--- config.mk ---
export PLATFORM = sky130hd
export DESIGN_NAME = adc_channel_config_registers
export DESIGN_NICKNAME = d
export VERILOG_FILES = /design/src/sync_two_ff.v /design/src/ready_pin_driver.v /design/src/adc_channel_config_registers.v
export VERILOG_INCLUDE_DIRS = /design/src /design/src/src
export SDC_FILE = /design/constraint.sdc
export NUM_CORES = 1
export LEC_CHECK = 0
export BUFFER_PORTS_ARGS = -buffer_cell sky130_fd_sc_hd__buf_4
export CORE_MARGIN = 1
export CORE_UTILIZATION = 55
export CTS_CLUSTER_DIAMETER = 60
export DETAILED_ROUTE_END_ITERATION = 12
export PLACE_DENSITY = 0.82
export SETUP_SLACK_MARGIN = 0.4
export SYNTH_ARGS = -nofsm -noshare
export SYNTH_HDL_FRONTEND = slang
export SYNTH_SLANG_ARGS = --single-unit
--- constraint.sdc ---
create_clock -name ref_clk_in -period 4.8 [get_ports ref_clk_in]
set_input_delay 0.48 -clock ref_clk_in [delete_from_list [all_inputs] [get_ports ref_clk_in]]
set_output_delay 0.48 -clock ref_clk_in [all_outputs]
set_load 0.05 [all_outputs]
--- src/adc_cfg_map.vh ---
// register map, field positions, reset values and timing for the
// converter configuration block; assumes a 200 MHz register clock
`ifndef ADC_CFG_MAP_VH
`define ADC_CFG_MAP_VH

// register indexes; byte address is four times the index
`define IDX_MODE_CONTROL    8'h02
`define IDX_CLOCK_CONFIG    8'h03
`define IDX_GAIN_FIRST      8'h04
`define IDX_IRQ_STATUS      8'h08
`define IDX_IRQ_MASK        8'h09

// reset values
`define RST_MODE_CONTROL    16'h0510
`define RST_CLOCK_CONFIG    16'h7F0E
`define RST_GAIN_FIRST      16'h0000
`define RST_IRQ_MASK        7'h00

// mode register fields
`define MODE_SEL_HI         3
`define MODE_SEL_LO         2
`define MODE_FLOAT_BIT      1
`define MODE_FMT_BIT        0

// clock register fields
`define CLK_WMASK           16'h3FFF
`define CLK_EN_HI           13
`define CLK_EN_LO           8
`define CLK_XTAL_OFF_BIT    7
`define CLK_EXTREF_BIT      6
`define CLK_RATIO_HI        4
`define CLK_RATIO_LO        2
`define CLK_POWER_HI        1
`define CLK_POWER_LO        0

// gain register fields
`define GAIN_CH3_HI         14
`define GAIN_CH3_LO         12
`define GAIN_CH2_HI         10
`define GAIN_CH2_LO         8
`define GAIN_CH1_HI         6
`define GAIN_CH1_LO         4
`define GAIN_CH0_HI         2
`define GAIN_CH0_LO         0

// interrupt status: bits 5:0 channel done, bit 6 ready asserted
`define IRQ_READY_BIT       6

// ready pulse cycles: 20 ns at 5 ns per cycle
`define READY_PULSE_CYCLES  3'h4

// bus responses
`define RESP_OKAY           2'h0
`define RESP_SLVERR         2'h2

`endif

--- src/sync_two_ff.v ---
// two flip-flop synchroniser for a group of level inputs
// assumes the inputs are slow levels from outside the clock domain
`timescale 1ns/1ps
`default_nettype none
module sync_two_ff #(
   parameter WIDTH = 6
) (
   // clock and reset
   input  wire             ref_clk_in,
   input  wire             arst_n_in,
   // levels
   input  wire [WIDTH-1:0] async_in,
   output wire [WIDTH-1:0] sync_out
);
   reg [WIDTH-1:0] meta_reg;
   reg [WIDTH-1:0] stable_reg;

   // first stage is read by the second stage only
   always @(posedge ref_clk_in or negedge arst_n_in) begin
      if (!arst_n_in) begin
         meta_reg   <= {WIDTH{1'b0}};
         stable_reg <= {WIDTH{1'b0}};
      end else begin
         meta_reg   <= async_in;
         stable_reg <= meta_reg;
      end
   end

   assign sync_out = stable_reg;
endmodule
`default_nettype wire

--- src/ready_pin_driver.v ---
// conversion ready pin driver: pending flags, source select, pulse
// assumes channel levels are already synchronised to ref_clk_in
`timescale 1ns/1ps
`default_nettype none
`include "adc_cfg_map.vh"
module ready_pin_driver (
   // clock and reset
   input  wire       ref_clk_in,
   input  wire       arst_n_in,
   // configuration
   input  wire [5:0] chan_enable_in,
   input  wire [1:0] ready_source_select_in,
   input  wire       ready_idle_float_in,
   input  wire       ready_pulse_format_in,
   // channel activity
   input  wire [5:0] chan_level_in,
   input  wire [5:0] chan_done_in,
   input  wire       data_read_in,
   // pin and event
   output reg        ready_pin_out,
   output reg        ready_pin_oe_out,
   output wire       ready_event_out
);
   localparam [2:0] PULSE_LEN = `READY_PULSE_CYCLES;

   reg  [5:0] pending_reg;
   reg        avail_prev_reg;
   reg  [2:0] pulse_cnt_reg;
   reg        avail;
   wire [5:0] live_pend;
   wire       avail_rise;
   wire       drive_low;

   // disabled channels never count as pending
   assign live_pend = pending_reg & chan_enable_in; // RULE16

   // source select; lagging waits for every enabled channel
   always @* begin
      case (ready_source_select_in) // RULE1
         2'h0:    avail = (&(live_pend | ~chan_enable_in)) &
                          (|chan_enable_in);
         2'h1:    avail = |(chan_level_in & chan_enable_in);
         default: avail = |live_pend;
      endcase
   end

   assign avail_rise      = avail & ~avail_prev_reg;
   assign ready_event_out = avail_rise;
   // held low while available, or only for the fixed pulse
   assign drive_low = ready_pulse_format_in ? (pulse_cnt_reg != 3'h0)
                                            : avail; // RULE3

   // pending flags: a new result beats a simultaneous data read
   always @(posedge ref_clk_in or negedge arst_n_in) begin
      if (!arst_n_in) begin
         pending_reg    <= 6'h00;
         avail_prev_reg <= 1'b0;
         pulse_cnt_reg  <= 3'h0;
      end else begin
         pending_reg    <= ((data_read_in ? 6'h00 : pending_reg) |
                            chan_done_in) & chan_enable_in;
         avail_prev_reg <= avail;
         if (avail_rise)
            pulse_cnt_reg <= PULSE_LEN; // RULE3
         else if (pulse_cnt_reg != 3'h0)
            pulse_cnt_reg <= pulse_cnt_reg - 3'h1;
      end
   end

   // pin registered; idle is high or released by the float bit
   always @(posedge ref_clk_in or negedge arst_n_in) begin
      if (!arst_n_in) begin
         ready_pin_out    <= 1'b1;
         ready_pin_oe_out <= 1'b1;
      end else begin
         ready_pin_out    <= ~drive_low;
         ready_pin_oe_out <= drive_low | ~ready_idle_float_in; // RULE2
      end
   end
endmodule
`default_nettype wire

--- src/adc_channel_config_registers.v ---
// configuration registers of a six channel converter on AXI4-Lite
// assumes channel done levels arrive asynchronously from the modulators
//
// Function
// RULE1: ready pin source: 00 most lagging, 01 OR of enabled, else leading.
// RULE2: idle pin driven high, or released when the float bit is set.
// RULE3: available data drives pin low, held or fixed-length low pulse.
// RULE4: six channel enables at bits 13:8, all enabled after reset.
// RULE5: clock register bits 15:14 are read-only and read as zero; the 7F0Eh reset value sets bit 14 until the first write.
// RULE6: bit 7 set turns the crystal oscillator off, reset keeps it on.
// RULE7: bit 6 set selects external reference, reset selects internal one.
// RULE8: bits 4:2 pick oversampling 128 up to 16256, reset code 011.
// RULE9: bits 1:0 pick power mode, 1x high resolution, reset 10.
// RULE10: clock register sits at index 03h, resets to 7F0Eh.
// RULE11: gain codes ch3 at 14:12, ch2 at 10:8, gains 1 to 128.
// RULE12: first gain register sits at index 4h, resets to 0000h.
// RULE13: software writes zero to the reserved clock and gain bits.
// RULE14: mode register at index 02h, reset 0510h, ready controls bits 3:0.
// RULE15: gain codes ch1 at bits 6:4 and ch0 at bits 2:0.
// RULE16: fields read back as written; disabled channels ignored for ready.
`timescale 1ns/1ps
`default_nettype none
`include "adc_cfg_map.vh"
module adc_channel_config_registers (
   // clock and reset
   input  wire        ref_clk_in,
   input  wire        arst_n_in,
   // axi4-lite write address
   input  wire        s_axi_awvalid,
   output wire        s_axi_awready,
   input  wire [7:0]  s_axi_awaddr,
   // axi4-lite write data
   input  wire        s_axi_wvalid,
   output wire        s_axi_wready,
   input  wire [31:0] s_axi_wdata,
   input  wire [3:0]  s_axi_wstrb,
   // axi4-lite write response
   output reg         s_axi_bvalid,
   input  wire        s_axi_bready,
   output reg  [1:0]  s_axi_bresp,
   // axi4-lite read
   input  wire        s_axi_arvalid,
   output wire        s_axi_arready,
   input  wire [7:0]  s_axi_araddr,
   output reg         s_axi_rvalid,
   input  wire        s_axi_rready,
   output reg  [31:0] s_axi_rdata,
   output reg  [1:0]  s_axi_rresp,
   // converter side
   input  wire [5:0]  channel_done_in,
   input  wire        data_read_in,
   // conversion ready pin
   output wire        conversion_ready_pin_out,
   output wire        conversion_ready_pin_oe_out,
   // configuration outputs
   output wire [5:0]  channel_enable_out,
   output wire        crystal_osc_off_out,
   output wire        external_reference_on_out,
   output wire [2:0]  oversampling_ratio_out,
   output reg  [13:0] oversampling_factor_out,
   output reg  [1:0]  power_mode_select_out,
   output wire [2:0]  gain_code_ch0_out,
   output wire [2:0]  gain_code_ch1_out,
   output wire [2:0]  gain_code_ch2_out,
   output wire [2:0]  gain_code_ch3_out,
   // interrupt
   output wire        irq_out
);
   reg  [15:0] mode_control_reg;
   reg  [15:0] clock_channel_config_reg;
   reg  [15:0] gain_select_first_reg;
   reg  [6:0]  irq_status_reg;
   reg  [6:0]  irq_mask_reg;
   reg         aw_hold_reg;
   reg  [7:0]  awaddr_reg;
   reg         w_hold_reg;
   reg  [31:0] wdata_reg;
   reg  [3:0]  wstrb_reg;
   reg  [5:0]  level_prev_reg;
   reg  [31:0] rdata_next;
   reg         rvalid_map;
   wire [5:0]  chan_level;
   wire [5:0]  chan_done;
   wire        ready_event;
   wire        do_write;
   wire        do_read;
   wire [7:0]  w_idx;
   wire [7:0]  r_idx;
   wire        status_read;
   wire [6:0]  irq_events;

   // byte address to register index; low two bits ignored
   function [7:0] reg_index;
      input [7:0] byte_addr;
      begin
         reg_index = {2'h0, byte_addr[7:2]};
      end
   endfunction

   // apply the two low byte lanes to a 16-bit register
   function [15:0] merge_lanes;
      input [15:0] old_val;
      input [31:0] new_val;
      input [3:0]  strb;
      begin
         merge_lanes[7:0]  = strb[0] ? new_val[7:0]  : old_val[7:0];
         merge_lanes[15:8] = strb[1] ? new_val[15:8] : old_val[15:8];
      end
   endfunction

   // channel done levels come from the analog side
   sync_two_ff #(
      .WIDTH (6)
   ) u_done_sync (
      .ref_clk_in (ref_clk_in),
      .arst_n_in  (arst_n_in),
      .async_in   (channel_done_in),
      .sync_out   (chan_level)
   );

   // rising edge of a synchronised done level marks a new result
   always @(posedge ref_clk_in or negedge arst_n_in) begin
      if (!arst_n_in)
         level_prev_reg <= 6'h00;
      else
         level_prev_reg <= chan_level;
   end
   assign chan_done = chan_level & ~level_prev_reg;

   ready_pin_driver u_ready (
      .ref_clk_in             (ref_clk_in),
      .arst_n_in              (arst_n_in),
      .chan_enable_in         (channel_enable_out),
      .ready_source_select_in (mode_control_reg[`MODE_SEL_HI:`MODE_SEL_LO]),
      .ready_idle_float_in    (mode_control_reg[`MODE_FLOAT_BIT]),
      .ready_pulse_format_in  (mode_control_reg[`MODE_FMT_BIT]),
      .chan_level_in          (chan_level),
      .chan_done_in           (chan_done),
      .data_read_in           (data_read_in),
      .ready_pin_out          (conversion_ready_pin_out),
      .ready_pin_oe_out       (conversion_ready_pin_oe_out),
      .ready_event_out        (ready_event)
   );

   // write channel: address and data may come in either order
   assign s_axi_awready = ~aw_hold_reg;
   assign s_axi_wready  = ~w_hold_reg;
   assign do_write      = aw_hold_reg & w_hold_reg & ~s_axi_bvalid;
   assign w_idx         = reg_index(awaddr_reg);

   always @(posedge ref_clk_in or negedge arst_n_in) begin
      if (!arst_n_in) begin
         aw_hold_reg  <= 1'b0;
         awaddr_reg   <= 8'h00;
         w_hold_reg   <= 1'b0;
         wdata_reg    <= 32'h00000000;
         wstrb_reg    <= 4'h0;
         s_axi_bvalid <= 1'b0;
         s_axi_bresp  <= `RESP_OKAY;
      end else begin
         if (s_axi_awvalid && !aw_hold_reg) begin
            aw_hold_reg <= 1'b1;
            awaddr_reg  <= s_axi_awaddr;
         end
         if (s_axi_wvalid && !w_hold_reg) begin
            w_hold_reg <= 1'b1;
            wdata_reg  <= s_axi_wdata;
            wstrb_reg  <= s_axi_wstrb;
         end
         if (do_write) begin
            aw_hold_reg  <= 1'b0;
            w_hold_reg   <= 1'b0;
            s_axi_bvalid <= 1'b1;
            case (w_idx)
               `IDX_MODE_CONTROL, `IDX_CLOCK_CONFIG, `IDX_GAIN_FIRST,
               `IDX_IRQ_STATUS, `IDX_IRQ_MASK:
                  s_axi_bresp <= `RESP_OKAY;
               default:
                  s_axi_bresp <= `RESP_SLVERR;
            endcase
         end else if (s_axi_bready) begin
            s_axi_bvalid <= 1'b0;
         end
      end
   end

   // configuration registers; reserved bits are stored as written
   always @(posedge ref_clk_in or negedge arst_n_in) begin
      if (!arst_n_in) begin
         mode_control_reg         <= `RST_MODE_CONTROL; // RULE14
         clock_channel_config_reg <= `RST_CLOCK_CONFIG; // RULE10 RULE4
         gain_select_first_reg    <= `RST_GAIN_FIRST; // RULE12
         irq_mask_reg             <= `RST_IRQ_MASK;
      end else if (do_write) begin
         case (w_idx)
            `IDX_MODE_CONTROL:
               mode_control_reg <= merge_lanes(mode_control_reg,
                                               wdata_reg, wstrb_reg);
            // top two bits are cleared by every write
            `IDX_CLOCK_CONFIG:
               clock_channel_config_reg <= merge_lanes(
                  clock_channel_config_reg, wdata_reg, wstrb_reg) &
                  `CLK_WMASK; // RULE5 RULE16
            `IDX_GAIN_FIRST:
               gain_select_first_reg <= merge_lanes(gain_select_first_reg,
                                                    wdata_reg, wstrb_reg);
            `IDX_IRQ_MASK:
               if (wstrb_reg[0])
                  irq_mask_reg <= wdata_reg[6:0];
            default: ;
         endcase
      end
   end

   // read channel: one read outstanding, data registered
   assign s_axi_arready = ~s_axi_rvalid;
   assign do_read       = s_axi_arvalid & ~s_axi_rvalid;
   assign r_idx         = reg_index(s_axi_araddr);
   assign status_read   = do_read & (r_idx == `IDX_IRQ_STATUS);

   // read mux; fields return the last value written
   always @* begin
      rdata_next = 32'h00000000;
      rvalid_map = 1'b1;
      case (r_idx)
         `IDX_MODE_CONTROL: rdata_next[15:0] = mode_control_reg;
         `IDX_CLOCK_CONFIG: rdata_next[15:0] = clock_channel_config_reg;
         `IDX_GAIN_FIRST:   rdata_next[15:0] = gain_select_first_reg;
         `IDX_IRQ_STATUS:   rdata_next[6:0]  = irq_status_reg;
         `IDX_IRQ_MASK:     rdata_next[6:0]  = irq_mask_reg;
         default:           rvalid_map       = 1'b0;
      endcase
   end

   always @(posedge ref_clk_in or negedge arst_n_in) begin
      if (!arst_n_in) begin
         s_axi_rvalid <= 1'b0;
         s_axi_rdata  <= 32'h00000000;
         s_axi_rresp  <= `RESP_OKAY;
      end else if (do_read) begin
         s_axi_rvalid <= 1'b1;
         s_axi_rdata  <= rdata_next;
         s_axi_rresp  <= rvalid_map ? `RESP_OKAY : `RESP_SLVERR;
      end else if (s_axi_rready) begin
         s_axi_rvalid <= 1'b0;
      end
   end

   // sticky status; an event in the clearing cycle survives the read
   assign irq_events = {ready_event, chan_done & channel_enable_out};
   always @(posedge ref_clk_in or negedge arst_n_in) begin
      if (!arst_n_in)
         irq_status_reg <= 7'h00;
      else
         irq_status_reg <= (status_read ? 7'h00 : irq_status_reg) |
                           irq_events;
   end
   assign irq_out = |(irq_status_reg & irq_mask_reg);

   // field outputs straight from the registers
   assign channel_enable_out =
      clock_channel_config_reg[`CLK_EN_HI:`CLK_EN_LO]; // RULE4
   assign crystal_osc_off_out =
      clock_channel_config_reg[`CLK_XTAL_OFF_BIT]; // RULE6
   assign external_reference_on_out =
      clock_channel_config_reg[`CLK_EXTREF_BIT]; // RULE7
   assign oversampling_ratio_out =
      clock_channel_config_reg[`CLK_RATIO_HI:`CLK_RATIO_LO]; // RULE8
   assign gain_code_ch3_out =
      gain_select_first_reg[`GAIN_CH3_HI:`GAIN_CH3_LO]; // RULE11
   assign gain_code_ch2_out =
      gain_select_first_reg[`GAIN_CH2_HI:`GAIN_CH2_LO]; // RULE11
   assign gain_code_ch1_out =
      gain_select_first_reg[`GAIN_CH1_HI:`GAIN_CH1_LO]; // RULE15
   assign gain_code_ch0_out =
      gain_select_first_reg[`GAIN_CH0_HI:`GAIN_CH0_LO]; // RULE15

   // decoded ratio and power mode; the top ratio is not a power of two
   always @* begin
      case (oversampling_ratio_out) // RULE8
         3'h0:    oversampling_factor_out = 14'h0080;
         3'h1:    oversampling_factor_out = 14'h0100;
         3'h2:    oversampling_factor_out = 14'h0200;
         3'h3:    oversampling_factor_out = 14'h0400;
         3'h4:    oversampling_factor_out = 14'h0800;
         3'h5:    oversampling_factor_out = 14'h1000;
         3'h6:    oversampling_factor_out = 14'h2000;
         default: oversampling_factor_out = 14'h3F80;
      endcase
      // both upper codes mean high resolution
      case (clock_channel_config_reg[`CLK_POWER_HI:`CLK_POWER_LO]) // RULE9
         2'h0:    power_mode_select_out = 2'h0;
         2'h1:    power_mode_select_out = 2'h1;
         default: power_mode_select_out = 2'h2;
      endcase
   end
endmodule
`default_nettype wire

# --- Yosys cells after proc, flatten, opt, wreduce, memory -nomap -nowiden ---
# Cells that the tools add are included.
word_totals:
  ff_bits: 141
  inputBits: 66
  output_inout_bits: 83
  word_cells: 120
op_classes:
  add_sub_neg: 1
  eq_ne: 18
  mux: 21
  n_bitwise: 25
  reduce_logical: 28
op_table:
  columns: ["cell", "count"]
  rows:
  - ["$pmux 14 s7", 1]
  - ["$pmux 7 s5", 1]
  - ["$and 6x6->6", 5]
  - ["$pmux 9 s3", 1]
  - ["$eq 6x2->1 const B", 4]
  - ["$eq 6x4->1 const B", 4]
  - ["$reduce_and 3->1", 7]
  - ["$reduce_or 6->1", 3]
  - ["$eq 6x3->1 const B", 2]
  - ["$not 6->6", 2]
  - ["$or 6x6->6", 2]
  - ["$mux 1", 10]
  - ["$reduce_bool 2->1", 5]
  - ["$reduce_or 5->1", 2]
  - ["$eq 3x3->1 const B", 3]
  - ["$and 7x7->7", 1]
  - ["$mux 7", 1]
  - ["$not 1->1", 7]
  - ["$or 7x7->7", 1]
  - ["$reduce_or 7->1", 1]
  - ["$and 1x1->1", 6]
  - ["$eq 3x2->1 const B", 2]
  - ["$mux 3", 2]
  - ["$mux 6", 1]
  - ["other kinds (14)", 19]

# --- Logic depth before layout (Yosys ltp) ---
logic_depth:
  word_depth: 7
  ltp_mapped: 6

# --- Cells and area by module ---
# Synthesis repeated with hierarchy kept, for this count alone.
unflattened:
  hier_cells: 489
  hier_area_um2: 6138.4
modules_own_cells:
  columns: ["module", "instances", "cells_each", "area_per_inst_um2", "seq_area_each_um2"]
  rows:
  - ["adc_channel_config_registers", 1, 409, 5193.7, 2844.0]
  - ["ready_pin_driver", 1, 68, 644.4, 302.8]
  - ["sync_two_ff", 1, 12, 300.3, 300.3]

# --- Least setup slack after synthesis ---
# Ideal clock, no wire load.
synth_timing:
  kind: "register -> output"
  from: "register clock_channel_config_reg[2]"
  to: "output oversampling_factor_out[11]"
  t_arrival_ns: 1.526
  slack_ns: 2.794
  stages_incl_launch_ff: 3
  path_buffers: 0
  cell_sequence: "dfstp_2 > and2_1 > o21a_1"
synth_between:
  elab_chain_len: 2
  word_cells_on_any_way: 8
  cone_classes: "6 x eq/ne; 1 x mux; 1 x reduce/logical"
synth_rtl:
  columns: ["element", "line_no", "source"]
  rows:
  - ["from (decl)", "adc_channel_config_registers.v:70", "reg [15:0] clock_channel_config_reg;"]
  - ["from (signal assigned)", "adc_channel_config_registers.v:191", "clock_channel_config_reg <= `RST_CLOCK_CONFIG;"]
  - ["from (signal assigned)", "adc_channel_config_registers.v:201", "clock_channel_config_reg <= merge_lanes("]
  - ["$eq 3x3->1, or another cell as far along", "adc_channel_config_registers.v:280", "case (oversampling_ratio_out)"]
  - ["$pmux 14 s7 (*)", "adc_channel_config_registers.v:280", null]
  - ["to (decl)", "adc_channel_config_registers.v:60", "output reg [13:0] oversampling_factor_out,"]
# Every way passes the cells marked *; elsewhere a longest branch is shown, timed or not.

# --- Final worst setup path ---
layout_timing:
  from: "register irq_status_reg[6]"
  to: "output irq_out"
layout_between:
  elab_chain_len: 2
layout_rtl:
  columns: ["element", "line_no", "source"]
  rows:
  - ["from (decl)", "adc_channel_config_registers.v:72", "reg [6:0] irq_status_reg;"]
  - ["from (signal assigned)", "adc_channel_config_registers.v:255", "irq_status_reg <= (status_read ? 7'h00 : irq_status_reg) |"]
  - ["$and 7x7->7", "adc_channel_config_registers.v:258", "assign irq_out = |(irq_status_reg & irq_mask_reg);"]
  - ["$reduce_or 7->1", "adc_channel_config_registers.v:258", null]
  - ["to (decl)", "adc_channel_config_registers.v:67", "output wire irq_out"]
# Every way passes these cells.

==> metrics.md <==
| Metric | Value |
|---|---|
| Outcome | finished clean |
| Vias/cell | 5.82 |
| Type of origin of the critical path | flop |
| Syn avg cell area | 12.4 um^2 |
| CP max-delay cell | dfrtp_1 |
| DR DRC count | 0 |
| RSZ-0062 raised after global routing | false |
| Num CTS Buffers | 17 |
| Diodes inserted | 0 |
| Most frequent cells in the layout | dfrtp_1, buf_4, mux2_2 |
| Row cnt | 38 |
| Pre-CTS setup slack | 2.13 ns |
| Clk_skew | 0.00702 ns |
| Most common cell after layout, fill and taps aside | dfrtp_1 |
| GRT overflow | 0 |
| Worst-margin pin slew | 1.14 ns |
| Final GP Congestion | 0.849 |
| Asr flop ratio synth | 100% |
| PwrDens | 674 nW/um^2 |
| Largest net degree at the start of global routing | 59 |
| First-pass GRT wire length | 22400 um |
| Top_reg_cell synth | dfrtp_1 |
| WS Path Type | flop to primary output |
| Max VDD drop | 0.549 mV |
| Number of port buffers | 101 |
| Post-cts sizing count | 0 |
| CP endpoint kind | primary output |
| Hold Crit Class | input pin to asynchronous set/reset pin |
| Post-CTS Setup Bufs | 0 |
| Period utilization | 46.2% |
| Final WS setup | 2.58 ns |
| CP Cell Sequence | a222oi_1 -> nand3_1 -> buf_4 |
| Synth top area cells | dfrtp_1, mux2_2, dfstp_2 |
| Sink Count | 137 |
| CTS tree | yes |
| Post-route minimum period | 2.22 ns |
| Fmax | 0.451 GHz |
| EDFF count, synth | 0 |
| Vias in the first global route | 4450 |
| Mapped Area | 6120 um^2 |
| Synth cell types | 52 |
| Setup violations, final | 0 |
| Setup TNS | 0 ns |
| CTS Root Cell | clkbuf_8 |
| Core area | 10800 um^2 |
| CP required | 4.32 ns |
| H-tree Lvls | 4 |
| Top cell family by delay on the critical path | flip-flops |
| Chip width | 107 um |
| Total of max-cap violations | 0 |
| DR iter-0 viols | 203 |
| Reg power frac | 39.5% |
| Synthesized instance count | 493 |
| Worst R2R Path Depth | 4 |
| Starting Density | 56.4% |
| Antenna violations before repair | 0 |
| Clock buffer depth | 2 |
| Vias | 4273 |
| Worst path depth | 3 |
| Gr usage total | 26.0% |
| Worst-skew pair later-pin latency | 0.52 ns |
| CP bufs+invs | 1 |
| Hold_ws | 0.0194 ns |
| Fin nets | 649 |
| CTS clk-pin slew, worst paths | 0.06 ns |
| Fin util | 67.8% |
| R2R Setup Slk | 2.70 ns |
| Share of the synthesized area in the top cell type | 49.9% |
| Routed length per instance | 18.8 um |
| Crit-path max FO | 3 |
| DRT Pass-1 Iters | 5 |
| Sequential share of the synthesized area | 56.4% |
| DRT antenna net count | 0 |
| Combinational share of power | 34.5% |
| Synth warn | 0 |
| IO Count | 149 |
| Die footprint | 11500 um^2 |
| Internal Power | 3040 uW |
| Final Hold Fails | 0 |
| P&R area growth vs syn | 20.2% |
| CP max stage delay | 0.42 ns |
| Switching Share | 38.5% |
| #FFs+latches synth | 137 |
| Rel. slew slack | 23.3% |
| Pins Over Slew Limit | 0 |
| Critical Path AT | 1.74 ns |
| CTS Hold Bufs | 0 |
| Clk pwr share | 26.0% |
| Largest area contributor in the netlist | dfrtp_1 |
| Psw | 1910 uW |
| Share of cells above drive strength 1 | 40.1% |
| P_leak | 0.00339 uW |
| Routed wire length | 13800 um |
| Post-DP HPWL | 9340 um |
| Die Ht | 107 um |
==> cells by family (layout without fill, tap and decap cells) <==
| kind of cell | Yosys count | count (layout) | share of synthesized area, % |
|---|---|---|---|
| AO/OA/AOI/OAI | 83 | 83 | 10.3 |
| XOR/XNOR | 1 | 1 | 0.143 |
| adder cells (fa/ha/maj) | 2 | 2 | 0.409 |
| buffers and inverters | 77 | 154 | 7.90 |
| flip-flops | 137 | 137 | 56.4 |
| multiplexers | 78 | 78 | 14.3 |
| other | 1 | 25 | 0.0613 |
| AND/OR/NAND/NOR | 114 | 114 | 10.5 |
==> stage by stage <==
stage,cells,power [uW],area (um^2)
6_report,734,4950,7350
5_1_grt,734,5180,7350
4_1_cts,734,4970,7350
3_5_place_dp,702,3660,6750
3_3_place_gp,702,3580,6750
2_1_floorplan,517,3230,6210
==> worst reg2reg max path: cells and delay by family (launching register included) <==
kind             cells  cell delay [ns]
muxes                1             0.38
and+or+nand+nor      3             1.21
DFF                  1             0.39
==> worst paths after layout <==
kind,from,end
worst max register to register,awaddr_reg[4],clock_channel_config_reg[0]
worst min-delay path,arst_n_in,wdata_reg[10]
min in group ref_clk_in,channel_done_in[3],u_done_sync.meta_reg[3]
worst min register to register,u_done_sync.meta_reg[1],u_done_sync.sync_out[1]
worst max-delay path,irq_status_reg[6],irq_out
max in group asynchronous,arst_n_in,clock_channel_config_reg[13]
==> power groups by stage <==
stage          sequential, uW  combinational [uW]  clock [uW]
2_1_floorplan            1950                1280           0
3_3_place_gp             1920                1650           0
3_5_place_dp             1960                1700           0
4_1_cts                  1950                1720        1310
5_1_grt                  2010                1820        1350
6_report                 1960                1710        1290
==> cell usage after synthesis (6+ instances only) <==
master	number
a22oi_1	16
nand2_1	33
inv_1	17
buf_4	47
a21oi_1	18
a221oi_1	22
dfstp_2	15
nand2b_1	19
mux2_2	75
o2bb2ai_1	6
nor2b_1	7
dfrtp_1	122
clkbuf_1	8
nor3_1	8
nor2_1	24
==> layer usage <==
metal / track usage, % / vias to the layer above / part of all wire (%)
li1: - / 1884 / -
met1: 32.0 / 2179 / 41
met2: 44.5 / 181 / 50
met3: 6.23 / 29 / 6.6
met4: 9.59 / 0 / 1.9
met5: 0 / - / 0
==> layout make-up <==
class | instances | area (um^2)
fillers | 781 | 3490
flip-flops and latches | 137 | 3450
multi-input cells | 303 | 2280
repair buffers | 105 | 788
clock buffers | 23 | 487
well taps | 140 | 175
clock inverters | 9 | 113
inverters | 17 | 63.8
(Power assumes the default switching activity.)
